<file path="src/common/adc_ctrl_pkg.sv">
// constants, field positions and state types for the converter control block
// assumes a single 200 MHz core clock; all timing counts derive from its period
package adc_ctrl_pkg;

  // result and pin layout
  localparam int RESULT_W = 12;
  localparam int BYTE_W = 8;
  localparam int LOW_NIB_W = 4;
  localparam int CHAN_W = 2;
  localparam int FIFO_DEPTH = 16;

  // synchroniser bit positions
  localparam int SYNC_W = 10;
  localparam int SY_CS_N = 0;
  localparam int SY_RC = 1;
  localparam int SY_BYTE = 2;
  localparam int SY_CONTINUOUS_CONVERT = 3;
  localparam int SY_POWER_DOWN = 4;
  localparam int SY_FMT = 5;
  localparam int SY_SRC = 6;
  localparam int SY_SCLK = 7;
  localparam int SY_CH_LO = 8;
  localparam int SY_CH_HI = 9;

  // timing
  localparam int CLK_PERIOD_PS = 5000;
  localparam int CONV_TIME_NS = 8000;
  localparam int CONV_CYCLES = (CONV_TIME_NS * 1000) / CLK_PERIOD_PS;
  localparam int SCLK_TICK_NS = 100;
  localparam int SCLK_TICK_CYCLES = (SCLK_TICK_NS * 1000) / CLK_PERIOD_PS;
  localparam int CONV_CNT_W = 16;
  localparam int TICK_CNT_W = 8;
  localparam int BIT_CNT_W = 4;
  localparam logic [BIT_CNT_W-1:0] SERIAL_BITS = 4'hC;

  // reset values
  localparam logic [RESULT_W-1:0] RESULT_RST = 12'h000;
  localparam logic [CHAN_W-1:0] CHAN_RST = 2'h0;
  localparam logic [LOW_NIB_W-1:0] LOW_PAD = 4'h0;
  // synchroniser idle: select and read/convert high, no request
  localparam logic [SYNC_W-1:0] SYNC_RST = 10'h003;

  typedef enum logic [1:0] {
    ST_IDLE = 2'b00,
    ST_CONVERT = 2'b01,
    ST_STORE = 2'b10,
    ST_WAIT_REG = 2'b11
  } state_t;

  typedef enum logic [1:0] {
    PH_RISE = 2'b00,
    PH_FALL = 2'b01,
    PH_HOLD = 2'b10,
    PH_SHIFT = 2'b11
  } sclk_phase_t;

endpackage

</file>
<file path="src/common/stream_if.sv">
// valid/ready word carrier between the control block and its result buffer
// assumes both ends sit on the same clock
`timescale 1ns/1ps
interface stream_if #(parameter int WIDTH = 12);
  logic valid;
  logic ready;
  logic [WIDTH-1:0] data;
  modport producer (output valid, output data, input ready);
  modport consumer (input valid, input data, output ready);
endinterface // stream_if

</file>
<file path="src/hw/result_fifo.sv">
// synchronous result buffer with valid/ready on both sides
// assumes one clock and a synchronous active-low reset
`timescale 1ns/1ps
module result_fifo #(
  parameter int WIDTH = 12,
  parameter int DEPTH = 16
) (
  // clock and reset
  input wire logic core_clk,
  input wire logic reset_n,
  // fill and drain sides
  stream_if.consumer wr,
  stream_if.producer rd
);
  localparam int AW = $clog2(DEPTH);

  logic [WIDTH-1:0] mem [DEPTH];
  logic [AW-1:0] wr_ptr, next_wr_ptr;
  logic [AW-1:0] rd_ptr, next_rd_ptr;
  logic [AW:0] count, next_count;
  logic push, pop;

  assign wr.ready = (count != (AW+1)'(DEPTH));
  assign rd.valid = (count != '0);
  assign rd.data = mem[rd_ptr];
  assign push = wr.valid & wr.ready;
  assign pop = rd.valid & rd.ready;

  always_comb begin
    next_wr_ptr = push ? wr_ptr + 1'b1 : wr_ptr;
    next_rd_ptr = pop ? rd_ptr + 1'b1 : rd_ptr;
    next_count = count + (AW+1)'(push) - (AW+1)'(pop);
  end

  always_ff @(posedge core_clk) begin
    if (!reset_n) begin
      wr_ptr <= '0;
      rd_ptr <= '0;
      count <= '0;
    end else begin
      wr_ptr <= next_wr_ptr;
      rd_ptr <= next_rd_ptr;
      count <= next_count;
    end
  end

  always_ff @(posedge core_clk) begin
    if (push) begin
      mem[wr_ptr] <= wr.data;
    end
  end
endmodule // result_fifo

</file>
<file path="src/hw/adc_conversion_and_readout_control.sv">
// conversion start, busy flag, parallel and serial readout of a 12-bit converter
// assumes pins asynchronous to core_clk; core_result valid at end of conversion time
`timescale 1ns/1ps
// Behaviour
// - byte low gives upper eight, high lower four
// - byte change while reading switches data pins
// - read/convert falling with select low starts conversion
// - read/convert rising enables parallel or external serial
// - select ORed with read/convert; select fall converts
// - select fall with read high enables readout
// - busy low from start until result latched
// - parallel data valid at busy rising edge
// - continuous mode cycles four channels, serial only
// - power down inhibits conversion, keeps result
// - power down in continuous resets channel zero
// - two's complement, serial MSB first, stable edges
// - convert requests while busy are ignored
// - internal clock sends previous result, busy covers
// - select tied low, read/convert alone controls
// - parallel outputs driven only reading, else off
// - low byte LSB lands on data pin four
// - clock source low internal, high external
module adc_conversion_and_readout_control
  import adc_ctrl_pkg::*;
#(
  parameter int CONV_CYCLES_P = CONV_CYCLES,
  parameter int SCLK_TICK_CYCLES_P = SCLK_TICK_CYCLES,
  parameter int FIFO_DEPTH_P = FIFO_DEPTH
) (
  // clock and reset
  input wire logic core_clk,
  input wire logic reset_n,
  // host control pins
  input wire logic chip_select_n,
  input wire logic read_convert,
  input wire logic byte_select,
  input wire logic continuous_convert,
  input wire logic power_down,
  input wire logic output_format_select,
  input wire logic serial_clock_source,
  // channel address pins
  input wire logic channel_sel_lo_in,
  input wire logic channel_sel_hi_in,
  output logic channel_sel_lo_out,
  output logic channel_sel_hi_out,
  output logic channel_sel_lo_oe,
  output logic channel_sel_hi_oe,
  // parallel data pins
  output logic [BYTE_W-1:0] parallel_data_pins,
  output logic [BYTE_W-1:0] parallel_data_oe,
  // serial pins
  output logic serial_out,
  output logic serial_out_oe,
  input wire logic serial_clock_pin_in,
  output logic serial_clock_pin_out,
  output logic serial_clock_pin_oe,
  // status
  output logic busy_n,
  // analog core
  input wire logic [RESULT_W-1:0] core_result,
  output logic sample_hold,
  output logic [CHAN_W-1:0] mux_channel
);

  ////////////////////////////////////////////////////////////////////////
  // pin synchronisers

  logic [SYNC_W-1:0] pin_meta, pin_sync, next_pin_meta;
  logic cs_n_s, rc_s, byte_s, continuous_convert_s, power_down_s, fmt_s, src_s, sclk_s;
  logic [CHAN_W-1:0] chan_pin_s;

  always_comb begin
    next_pin_meta = '0;
    next_pin_meta[SY_CS_N] = chip_select_n;
    next_pin_meta[SY_RC] = read_convert;
    next_pin_meta[SY_BYTE] = byte_select;
    next_pin_meta[SY_CONTINUOUS_CONVERT] = continuous_convert;
    next_pin_meta[SY_POWER_DOWN] = power_down;
    next_pin_meta[SY_FMT] = output_format_select;
    next_pin_meta[SY_SRC] = serial_clock_source;
    next_pin_meta[SY_SCLK] = serial_clock_pin_in;
    next_pin_meta[SY_CH_LO] = channel_sel_lo_in;
    next_pin_meta[SY_CH_HI] = channel_sel_hi_in;
  end

  always_ff @(posedge core_clk) begin
    if (!reset_n) begin
      pin_meta <= SYNC_RST;
      pin_sync <= SYNC_RST;
    end else begin
      pin_meta <= next_pin_meta;
      pin_sync <= pin_meta;
    end
  end

  assign cs_n_s = pin_sync[SY_CS_N];
  assign rc_s = pin_sync[SY_RC];
  assign byte_s = pin_sync[SY_BYTE];
  assign continuous_convert_s = pin_sync[SY_CONTINUOUS_CONVERT];
  assign power_down_s = pin_sync[SY_POWER_DOWN];
  assign fmt_s = pin_sync[SY_FMT];
  assign src_s = pin_sync[SY_SRC];
  assign sclk_s = pin_sync[SY_SCLK];
  assign chan_pin_s = {pin_sync[SY_CH_HI], pin_sync[SY_CH_LO]};

  ////////////////////////////////////////////////////////////////////////
  // result buffer

  stream_if #(.WIDTH(RESULT_W)) wr_if ();
  stream_if #(.WIDTH(RESULT_W)) rd_if ();

  result_fifo #(.WIDTH(RESULT_W), .DEPTH(FIFO_DEPTH_P)) u_result_fifo (
    .core_clk(core_clk),
    .reset_n(reset_n),
    .wr(wr_if.consumer),
    .rd(rd_if.producer)
  );

  ////////////////////////////////////////////////////////////////////////
  // control state

  state_t state, next_state;
  sclk_phase_t phase, next_phase;
  logic [CONV_CNT_W-1:0] conv_count, next_conv_count;
  logic [TICK_CNT_W-1:0] tick_count, next_tick_count;
  logic [BIT_CNT_W-1:0] tx_bits, next_tx_bits;
  logic [RESULT_W-1:0] out_reg, next_out_reg;
  logic [RESULT_W-1:0] result_hold, next_result_hold;
  logic [RESULT_W-1:0] tx_shift, next_tx_shift;
  logic [CHAN_W-1:0] chan_count, next_chan_count;
  logic [CHAN_W-1:0] next_mux_channel;
  logic tx_active, next_tx_active, tx_ext, next_tx_ext;
  logic sclk_int, next_sclk_int;
  logic read_en_prev, sclk_prev;
  logic next_busy_n, next_sample_hold;
  logic [BYTE_W-1:0] next_par_data, next_par_oe;
  logic next_serial_out_oe, next_sclk_oe, next_chan_oe;
  logic conv_req, read_en, start, pop, tick, int_tx;

  // combined select / read-convert, low means convert
  assign conv_req = !(cs_n_s | rc_s);
  assign read_en = !cs_n_s & rc_s;
  assign int_tx = tx_active & !tx_ext;
  assign tick = (tick_count == TICK_CNT_W'(SCLK_TICK_CYCLES_P - 1));
  assign wr_if.valid = (state == ST_STORE);
  assign wr_if.data = result_hold;
  // result register is held while an external shift is under way
  assign rd_if.ready = !(tx_active & tx_ext);
  assign pop = rd_if.valid & rd_if.ready;

  always_comb begin
    next_state = state;
    next_phase = phase;
    next_conv_count = conv_count;
    next_tick_count = tick ? '0 : tick_count + 1'b1;
    next_tx_bits = tx_bits;
    next_out_reg = out_reg;
    next_result_hold = result_hold;
    next_tx_shift = tx_shift;
    next_chan_count = chan_count;
    next_mux_channel = mux_channel;
    next_tx_active = tx_active;
    next_tx_ext = tx_ext;
    next_sclk_int = sclk_int;
    next_sample_hold = sample_hold;
    // level triggered start, refused while busy or powered down
    start = (state == ST_IDLE) && !int_tx && conv_req && !power_down_s;

    if (continuous_convert_s && power_down_s) begin
      next_chan_count = CHAN_RST;
    end

    unique case (state)
      ST_IDLE: begin
        if (start) begin
          next_state = ST_CONVERT;
          next_conv_count = '0;
          next_sample_hold = 1'b1;
          // continuous cycling only with serial output
          next_mux_channel = (continuous_convert_s && !fmt_s) ? chan_count : chan_pin_s;
          if (!fmt_s && !src_s) begin
            next_tx_active = 1'b1;
            next_tx_ext = 1'b0;
            next_tx_shift = out_reg;
            next_tx_bits = SERIAL_BITS;
            next_phase = PH_RISE;
            next_sclk_int = 1'b0;
            next_tick_count = '0;
          end
        end
      end
      ST_CONVERT: begin
        next_conv_count = conv_count + 1'b1;
        if (conv_count == CONV_CNT_W'(CONV_CYCLES_P - 1)) begin
          next_result_hold = core_result;
          next_sample_hold = 1'b0;
          next_state = ST_STORE;
          if (continuous_convert_s && !fmt_s && !power_down_s) begin
            next_chan_count = chan_count + 1'b1;
          end
        end
      end
      ST_STORE: begin
        if (wr_if.ready) begin
          next_state = ST_WAIT_REG;
        end
      end
      ST_WAIT_REG: begin
        if (pop) begin
          next_state = ST_IDLE;
        end
      end
    endcase

    // output register changes only when the buffered result is popped: after a conversion, or once an external shift ends
    if (pop) begin
      next_out_reg = rd_if.data;
    end

    // internal clock: data set up before rise, held past fall
    if (int_tx && tick) begin
      unique case (phase)
        PH_RISE: begin
          next_sclk_int = 1'b1;
          next_phase = PH_FALL;
        end
        PH_FALL: begin
          next_sclk_int = 1'b0;
          next_phase = PH_HOLD;
        end
        PH_HOLD: begin
          next_phase = PH_SHIFT;
        end
        PH_SHIFT: begin
          next_tx_shift = {tx_shift[RESULT_W-2:0], 1'b0};
          next_tx_bits = tx_bits - 1'b1;
          next_phase = PH_RISE;
          if (tx_bits == BIT_CNT_W'(1)) begin
            next_tx_active = 1'b0;
          end
        end
      endcase
    end

    // external clock transmission
    if (!tx_active && !fmt_s && src_s && read_en && !read_en_prev) begin
      next_tx_active = 1'b1;
      next_tx_ext = 1'b1;
      next_tx_shift = out_reg;
      next_tx_bits = SERIAL_BITS;
    end else if (tx_active && tx_ext) begin
      if (!read_en) begin
        next_tx_active = 1'b0;
      end else if (sclk_prev && !sclk_s) begin
        next_tx_shift = {tx_shift[RESULT_W-2:0], 1'b0};
        next_tx_bits = tx_bits - 1'b1;
        if (tx_bits == BIT_CNT_W'(1)) begin
          next_tx_active = 1'b0;
        end
      end
    end

    // busy covers conversion, latch and internal transmission
    next_busy_n = (next_state == ST_IDLE) && !(next_tx_active && !next_tx_ext);

    // parallel readout from the next result so data changes on the same edge as busy rising
    next_par_data = byte_s ? {next_out_reg[LOW_NIB_W-1:0], LOW_PAD}
                           : next_out_reg[RESULT_W-1:LOW_NIB_W];
    next_par_oe = {BYTE_W{fmt_s & read_en}};

    next_serial_out_oe = !fmt_s && (src_s ? read_en : !next_busy_n);
    next_sclk_oe = !fmt_s && !src_s;
    next_chan_oe = continuous_convert_s;
  end

  always_ff @(posedge core_clk) begin
    if (!reset_n) begin
      state <= ST_IDLE;
      phase <= PH_RISE;
      conv_count <= '0;
      tick_count <= '0;
      tx_bits <= '0;
      out_reg <= RESULT_RST;
      result_hold <= RESULT_RST;
      tx_shift <= RESULT_RST;
      chan_count <= CHAN_RST;
      mux_channel <= CHAN_RST;
      tx_active <= 1'b0;
      tx_ext <= 1'b0;
      sclk_int <= 1'b0;
      read_en_prev <= 1'b0;
      sclk_prev <= 1'b0;
      sample_hold <= 1'b0;
      busy_n <= 1'b1;
      parallel_data_pins <= '0;
      parallel_data_oe <= '0;
      serial_out <= 1'b0;
      serial_out_oe <= 1'b0;
      serial_clock_pin_out <= 1'b0;
      serial_clock_pin_oe <= 1'b0;
      channel_sel_lo_out <= 1'b0;
      channel_sel_hi_out <= 1'b0;
      channel_sel_lo_oe <= 1'b0;
      channel_sel_hi_oe <= 1'b0;
    end else begin
      state <= next_state;
      phase <= next_phase;
      conv_count <= next_conv_count;
      tick_count <= next_tick_count;
      tx_bits <= next_tx_bits;
      out_reg <= next_out_reg;
      result_hold <= next_result_hold;
      tx_shift <= next_tx_shift;
      chan_count <= next_chan_count;
      mux_channel <= next_mux_channel;
      tx_active <= next_tx_active;
      tx_ext <= next_tx_ext;
      sclk_int <= next_sclk_int;
      read_en_prev <= read_en;
      sclk_prev <= sclk_s;
      sample_hold <= next_sample_hold;
      busy_n <= next_busy_n;
      parallel_data_pins <= next_par_data;
      parallel_data_oe <= next_par_oe;
      serial_out <= next_tx_shift[RESULT_W-1];
      serial_out_oe <= next_serial_out_oe;
      serial_clock_pin_out <= next_sclk_int;
      serial_clock_pin_oe <= next_sclk_oe;
      channel_sel_lo_out <= next_chan_count[0];
      channel_sel_hi_out <= next_chan_count[1];
      channel_sel_lo_oe <= next_chan_oe;
      channel_sel_hi_oe <= next_chan_oe;
    end
  end

endmodule // adc_conversion_and_readout_control

</file>
<file path="config.mk">
export PLATFORM = sky130hd
export DESIGN_NAME = adc_conversion_and_readout_control
export DESIGN_NICKNAME = d
export VERILOG_FILES = /design/src/common/adc_ctrl_pkg.sv /design/src/common/stream_if.sv /design/src/hw/result_fifo.sv /design/src/hw/adc_conversion_and_readout_control.sv
export SDC_FILE = /design/constraint.sdc
export NUM_CORES = 1
export LEC_CHECK = 0
export BUFFER_PORTS_ARGS = -buffer_cell sky130_fd_sc_hd__buf_2
export CORE_ASPECT_RATIO = 2
export CORE_MARGIN = 2
export CORE_UTILIZATION = 30
export CTS_CLUSTER_DIAMETER = 150
export CTS_CLUSTER_SIZE = 24
export DETAILED_ROUTE_END_ITERATION = 8
export HOLD_SLACK_MARGIN = 0.02
export SLEW_MARGIN = 20
export SYNTH_ARGS = -nofsm -noshare
export SYNTH_HDL_FRONTEND = slang
export SYNTH_SLANG_ARGS = --single-unit
</file>
<file path="constraint.sdc">
create_clock -name core_clk -period 3.9 [get_ports core_clk]
set_input_delay 0.585 -clock core_clk [delete_from_list [all_inputs] [get_ports core_clk]]
set_output_delay 0.585 -clock core_clk [all_outputs]
set_load 0.1 [all_outputs]
</file>
# ---- After elaboration in Yosys (flattened, before gate mapping)
# Memory sizes are Yosys's and may differ from the RTL's. A register that Yosys moved wholly into a read port is not among the register bits.
# Index checks and enable logic that the tools add are counted.
dict set report totals {
  ff_bits 127
  ramBits 192
  input_bits 24
  output_inout_bits 28
  word_cells 176
  n_memories 1
}
dict set report classes {
  add_sub_neg 8
  eq_ne 12
  mux 69
  bitwise_logic 8
  reduce_logical 46
}
# memory words word_bits read_ports rd_ports_with_merged_regs write_ports line
set mem_list {}
lappend mem_list {u_result_fifo.mem 16 12 1 1 1 result_fifo.sv:17} ;# logic [WIDTH-1:0] mem [DEPTH];
# op n
set ops {}
lappend ops {{$mux 12} 10}
lappend ops {{$mux 4} 11}
lappend ops {{$mux 8} 5}
lappend ops {{$pmux 16 s2} 1}
lappend ops {{$mux 2} 13}
lappend ops {{$mux 1} 24}
lappend ops {{$logic_and 1x1->1} 17}
lappend ops {{$add 16x1->16 const B} 1}
lappend ops {{$eq 16x11->1 const B} 1}
lappend ops {{$mux 16} 1}
lappend ops {{$pmux 2 s4} 2}
lappend ops {{$logic_not 1->1} 14}
lappend ops {{$add 4x1->4 const B} 2}
lappend ops {{$add 8x1->8 const B} 1}
lappend ops {{$eq 2x2->1 const B} 4}
lappend ops {{$eq 8x5->1 const B} 1}
lappend ops {{$reduce_bool 2->1} 4}
lappend ops {{$and 1x1->1} 6}
lappend ops {{$logic_not 2->1} 3}
lappend ops {{$reduce_and 2->1} 3}
lappend ops {{$reduce_and 3->1} 2}
lappend ops {{$add 5x1->5} 1}
lappend ops {{$ne 5x5->1 const B} 1}
lappend ops {{$reduce_bool 5->1} 1}
lappend ops {{other kinds (10)} 14}

# ---- Depth between registers and ports, before layout
dict set report depth {
  depth_word 22
  mapped_depth 15
  depth_no_buf 15
}

# ---- By module
# From an unflattened synthesis, not the netlist that was laid out.
dict set report hier_totals {
  hier_cells 935
  area_unflattened_um2 12929.9
}
# mod instances cells_each area_per_inst_um2 seq_area_each_um2
set modules_own_cells {}
lappend modules_own_cells {result_fifo 1 404 8171.6 6105.9}
lappend modules_own_cells {adc_conversion_and_readout_control 1 531 4758.3 2222.1}

# ---- Least setup slack after synthesis
# OpenSTA, ideal clock, no wires.
dict set report synth_path {
  path_type {register to register}
  from {register u_result_fifo.count[3]}
  to {register u_result_fifo.count[4]}
  setup_time_ps 116
  t_arrival_ps 2729
  required_ps 3784
  slack_ps 1055
  path_stages_with_launch 16
  path_buffers 0
  period_less_slack_ps 2845
  path_cell_list {dfxtp_1 > inv_1 > ha_1 > or4b_4 > nand2_2 > inv_2 > ha_1 > inv_1 > ha_1 > inv_1 > fa_1 > inv_1 > a21oi_1 > nor2_1 > or3_1 > and3_1}
}
dict set report synth_between {
  elab_cells_between_ends 6
  cone_classes {2 x add/sub; 1 x eq/ne; 2 x bitwise; 1 x reduce/logical}
}
# element line
set synth_lines {}
lappend synth_lines {{from (decl)} result_fifo.sv:20} ;# logic [AW:0] count, next_count;
lappend synth_lines {{from (signal assigned)} result_fifo.sv:43} ;# count <= next_count;
lappend synth_lines {{$reduce_bool 5->1} result_fifo.sv:24} ;# assign rd.valid = (count != '0);
lappend synth_lines {{$and 1x1->1} n/a}
lappend synth_lines {{net pop} adc_conversion_and_readout_control.sv:138} ;# logic conv_req, read_en, start, pop, tick, int_tx;
lappend synth_lines {{$sub 5x1->5} result_fifo.sv:32} ;# next_count = count + (AW+1)'(push) - (AW+1)'(pop);
# The timed path passes the listed nets, and every way through them passes these cells.
# A chain may end at the register's enable or synchronous reset.

# ---- Worst setup path in the final report
# Ends and elaborated chain as after synthesis.

==> flow_summary.json <==
{
  "outcome": "complete, no violations",
  "reg_top3": "u_result_fifo.mem x192, conv_count x16",
  "async_reset_ff_frac": 0,
  "syn-num-nets": 941,
  "path_max_fanout": 6,
  "critPathMostFrequentCell": "inv_1",
  "boundaryPins": 52,
  "met3_usage": 0.0137,
  "post-route-min-period_ps": 2920,
  "max_slew_margin": 0.378,
  "end_kind": "register",
  "yosys.area.top_type": "edfxtp_1",
  "grt.met1_usage": 0.129,
  "clk_pin_slew_worst_paths_ps": 100,
  "area_growth_pct": 10.5,
  "crit_required_ps": 4320,
  "fin_crit_sh": 0.750,
  "overflow": 0,
  "cts_resized": 0,
  "hold_slack_ps": 247,
  "regMostFlops": "u_result_fifo.mem",
  "p_switching_mw": 2.08,
  "synth_cells": 898,
  "hold_class": "primary input to register",
  "core_um2": 41900,
  "nets": 988,
  "internal_power_mw": 5.07,
  "layout_setup_ws_ps": 977,
  "synth_flop_cell": "edfxtp_1",
  "largest_reg_flops": 192,
  "drt_iter0_drc": 406,
  "fin_worst_skew_ps": 24.5,
  "via_per_inst": 4.91,
  "swShare": 0.291,
  "antenna_found_initial": 0,
  "rsz0062_at_grt": "no",
  "worstSkewPairLatency_ps": 520,
  "grt_usage": 0.131,
  "die_area_um2": 44300,
  "clkPwrFrac": 0.264,
  "yosysSeqAreaShare": 0.653,
  "critical_path_arrival_ps": 3340,
  "power_density_nw_per_um2": 507,
  "cellLeakagePower_nw": 4.77,
  "wl_per_cell_um": 19.2,
  "pwr-share-comb": 0.193,
  "cts_tree": "built",
  "top_usage_layer": "met2",
  "setup_tns_ps": 0,
  "critical_path_class": "register to register",
  "worst_pin_slew_ps": 932,
  "dp_slack_ps": 981,
  "clock-sinks": 320,
  "drv_slew": 0,
  "cp-start-kind": "register",
  "fp-row-count": 106,
  "dr_total_vias": 7333,
  "synth_edf_count": 192,
  "drc": 0,
  "drv_cap": 0,
  "grt_max_degree": 54,
  "max_freq_mhz": 342,
  "io_buffers": 51,
  "synth_area_leaders": "edfxtp_1 (45%), dfxtp_1 (20%), mux4_2 (7.1%), mux2i_1 (2.3%), nor2_1 (2.0%)",
  "numCtsBuffers": 17,
  "gp_congestion": 0.788,
  "slowest_delay_ps": 510,
  "worstPathCellList": "inv_1 -> ha_1 -> or4b_4 -> nand2_2 -> inv_2 -> ha_1 -> inv_1 -> ha_1 -> inv_1 -> fa_1 -> inv_1 -> a21oi_1 -> nor2_1 -> or3_1 -> and3_1",
  "layout-drive-gt1-share": 0.174,
  "fillers": 4115,
  "hold_violations": 0,
  "clk_path_buf_depth": 3,
  "synth_most_common_cell": "edfxtp_1",
  "peakVddDrop_mv": 0.250,
  "synth_common_cells": "edfxtp_1 (192), dfxtp_1 (128), nor2_1 (69), nand2_1 (57), mux4_2 (40)",
  "yosys_warnings": 0,
  "antenna-diode-count": 0,
  "die_w_um": 150,
  "grt_first_pass_wirelength_mm": 43.8,
  "postCtsSetupRepairBufs": 0,
  "netlist.area_leader.share": 0.452,
  "die_y_um": 296,
  "antenna_left": 0,
  "ys_seq_elements": 320,
  "synthesis.area_um2": 12800,
  "seqPwrFrac": 0.542,
  "synth_cell_types": 67,
  "holdBufCountCts": 0,
  "grt_use_met2": 0.268,
  "h-tree-depth": 1,
  "syn_avg_cell_area_um2": 14.2,
  "wl_mm": 28.7,
  "initial_utilization": 0.304,
  "crit_slowest_cell": "or4b_4",
  "grt_pass1_vias": 7500,
  "drt-pass1-iter-count": 4,
  "root_buffer": "clkbuf_16",
  "hpwl_mm": 19.8,
  "finalSetupViolCount": 0
}
## per-layer routing
layer / vias up / routed length (µm)
li1: 3425 / -
met2: 145 / 16500
met1: 3711 / 10100
met3: 52 / 967
met4: 0 / 1160
met5: - / 0
## area by class of cell
cell class / instances / area (µm²) / area share
timing repair buffer: 82 / 513 / 0.0364
tap: 540 / 676 / 0.0479
clock buffer: 26 / 459 / 0.0326
sequential: 320 / 8330 / 0.591
inverter: 18 / 67.6 / 0.00479
multi-input combinational: 506 / 4030 / 0.286
clock inverter: 1 / 16.3 / 0.00115
## path summary, 6_finish.rpt
check / startpoint / end / slack, ps / depth (start not counted)
min: read_convert / pin_meta[1] / 250 / 2
min reg2reg: pin_meta[1] / pin_sync[1] / 430 / 1
max reg2reg: u_result_fifo.count[3] / u_result_fifo.count[4] / 980 / 15
max: u_result_fifo.count[3] / u_result_fifo.count[4] / 980 / 15
## cells by family after synthesis
logic type / Yosys count / share of synthesized area
DFF: 320 / 0.653
buffers and inverters: 72 / 0.0321
adders and majority gates: 19 / 0.0192
AOI/OAI and AO/OA: 126 / 0.0672
and+or+nand+nor: 266 / 0.106
xor gates and xnor gates: 17 / 0.0117
muxes: 78 / 0.111
## power by group through the flow
| stage | clock [mW] | sequential (mW) | combinational [mW] |
|---|---|---|---|
| final | 1.89 | 3.88 | 1.38 |
| after global placement | 0 | 3.96 | 1.38 |
| after detailed placement | 0 | 3.96 | 1.40 |
| after floorplan | 0 | 4.12 | 0.925 |
| after CTS | 1.95 | 3.89 | 1.40 |
| after global routing | 2.05 | 3.90 | 1.49 |
## metrics by stage
stage	cell area, µm²	power, mW	std cells	utilization
after global placement	13600	5.34	1466	0.325
final	14100	7.15	1493	0.336
after CTS	14100	7.23	1493	0.336
after detailed placement	13600	5.36	1466	0.325
after global routing	14100	7.44	1493	0.336
after floorplan	12800	5.05	898	-
## worst max-delay path: cells and delay by family (launching register included)
kind / cells / cell delay, ps
buf+inv: 5 / 310
fa+ha+maj: 4 / 870
compound gates: 1 / 140
flops: 1 / 330
simple gates: 5 / 1170
## placed cells by master, fill, tap and decap left out, types with 4 or more instances in the layout
master     instances
clkbuf_1           9
mux2i_1           29
o2bb2ai_1          8
mux4_1             8
or3_1              4
dfxtp_1          126
inv_1             15
nor2b_1            7
o21a_1             4
nand3_1           21
a21boi_1           5
a21boi_0           4
o22ai_1           13
nor3_1            14
and3_1             9
o21ai_0           11
o211ai_1           4
a211oi_2           4
nand2b_1          14
nand2_1           57
xor2_1             8
and2_0             4
xnor2_1            9
mux4_2            40
ha_1              18
nor2_1            69
nor3_2             6
a21oi_1           33
nand4_1           11
and2_1            30
clkbuf_16         17
buf_2             51
a211oi_1           9
o21ai_1           13
buf_4             29
edfxtp_1         192
Power figures use the tool's default switching activity.
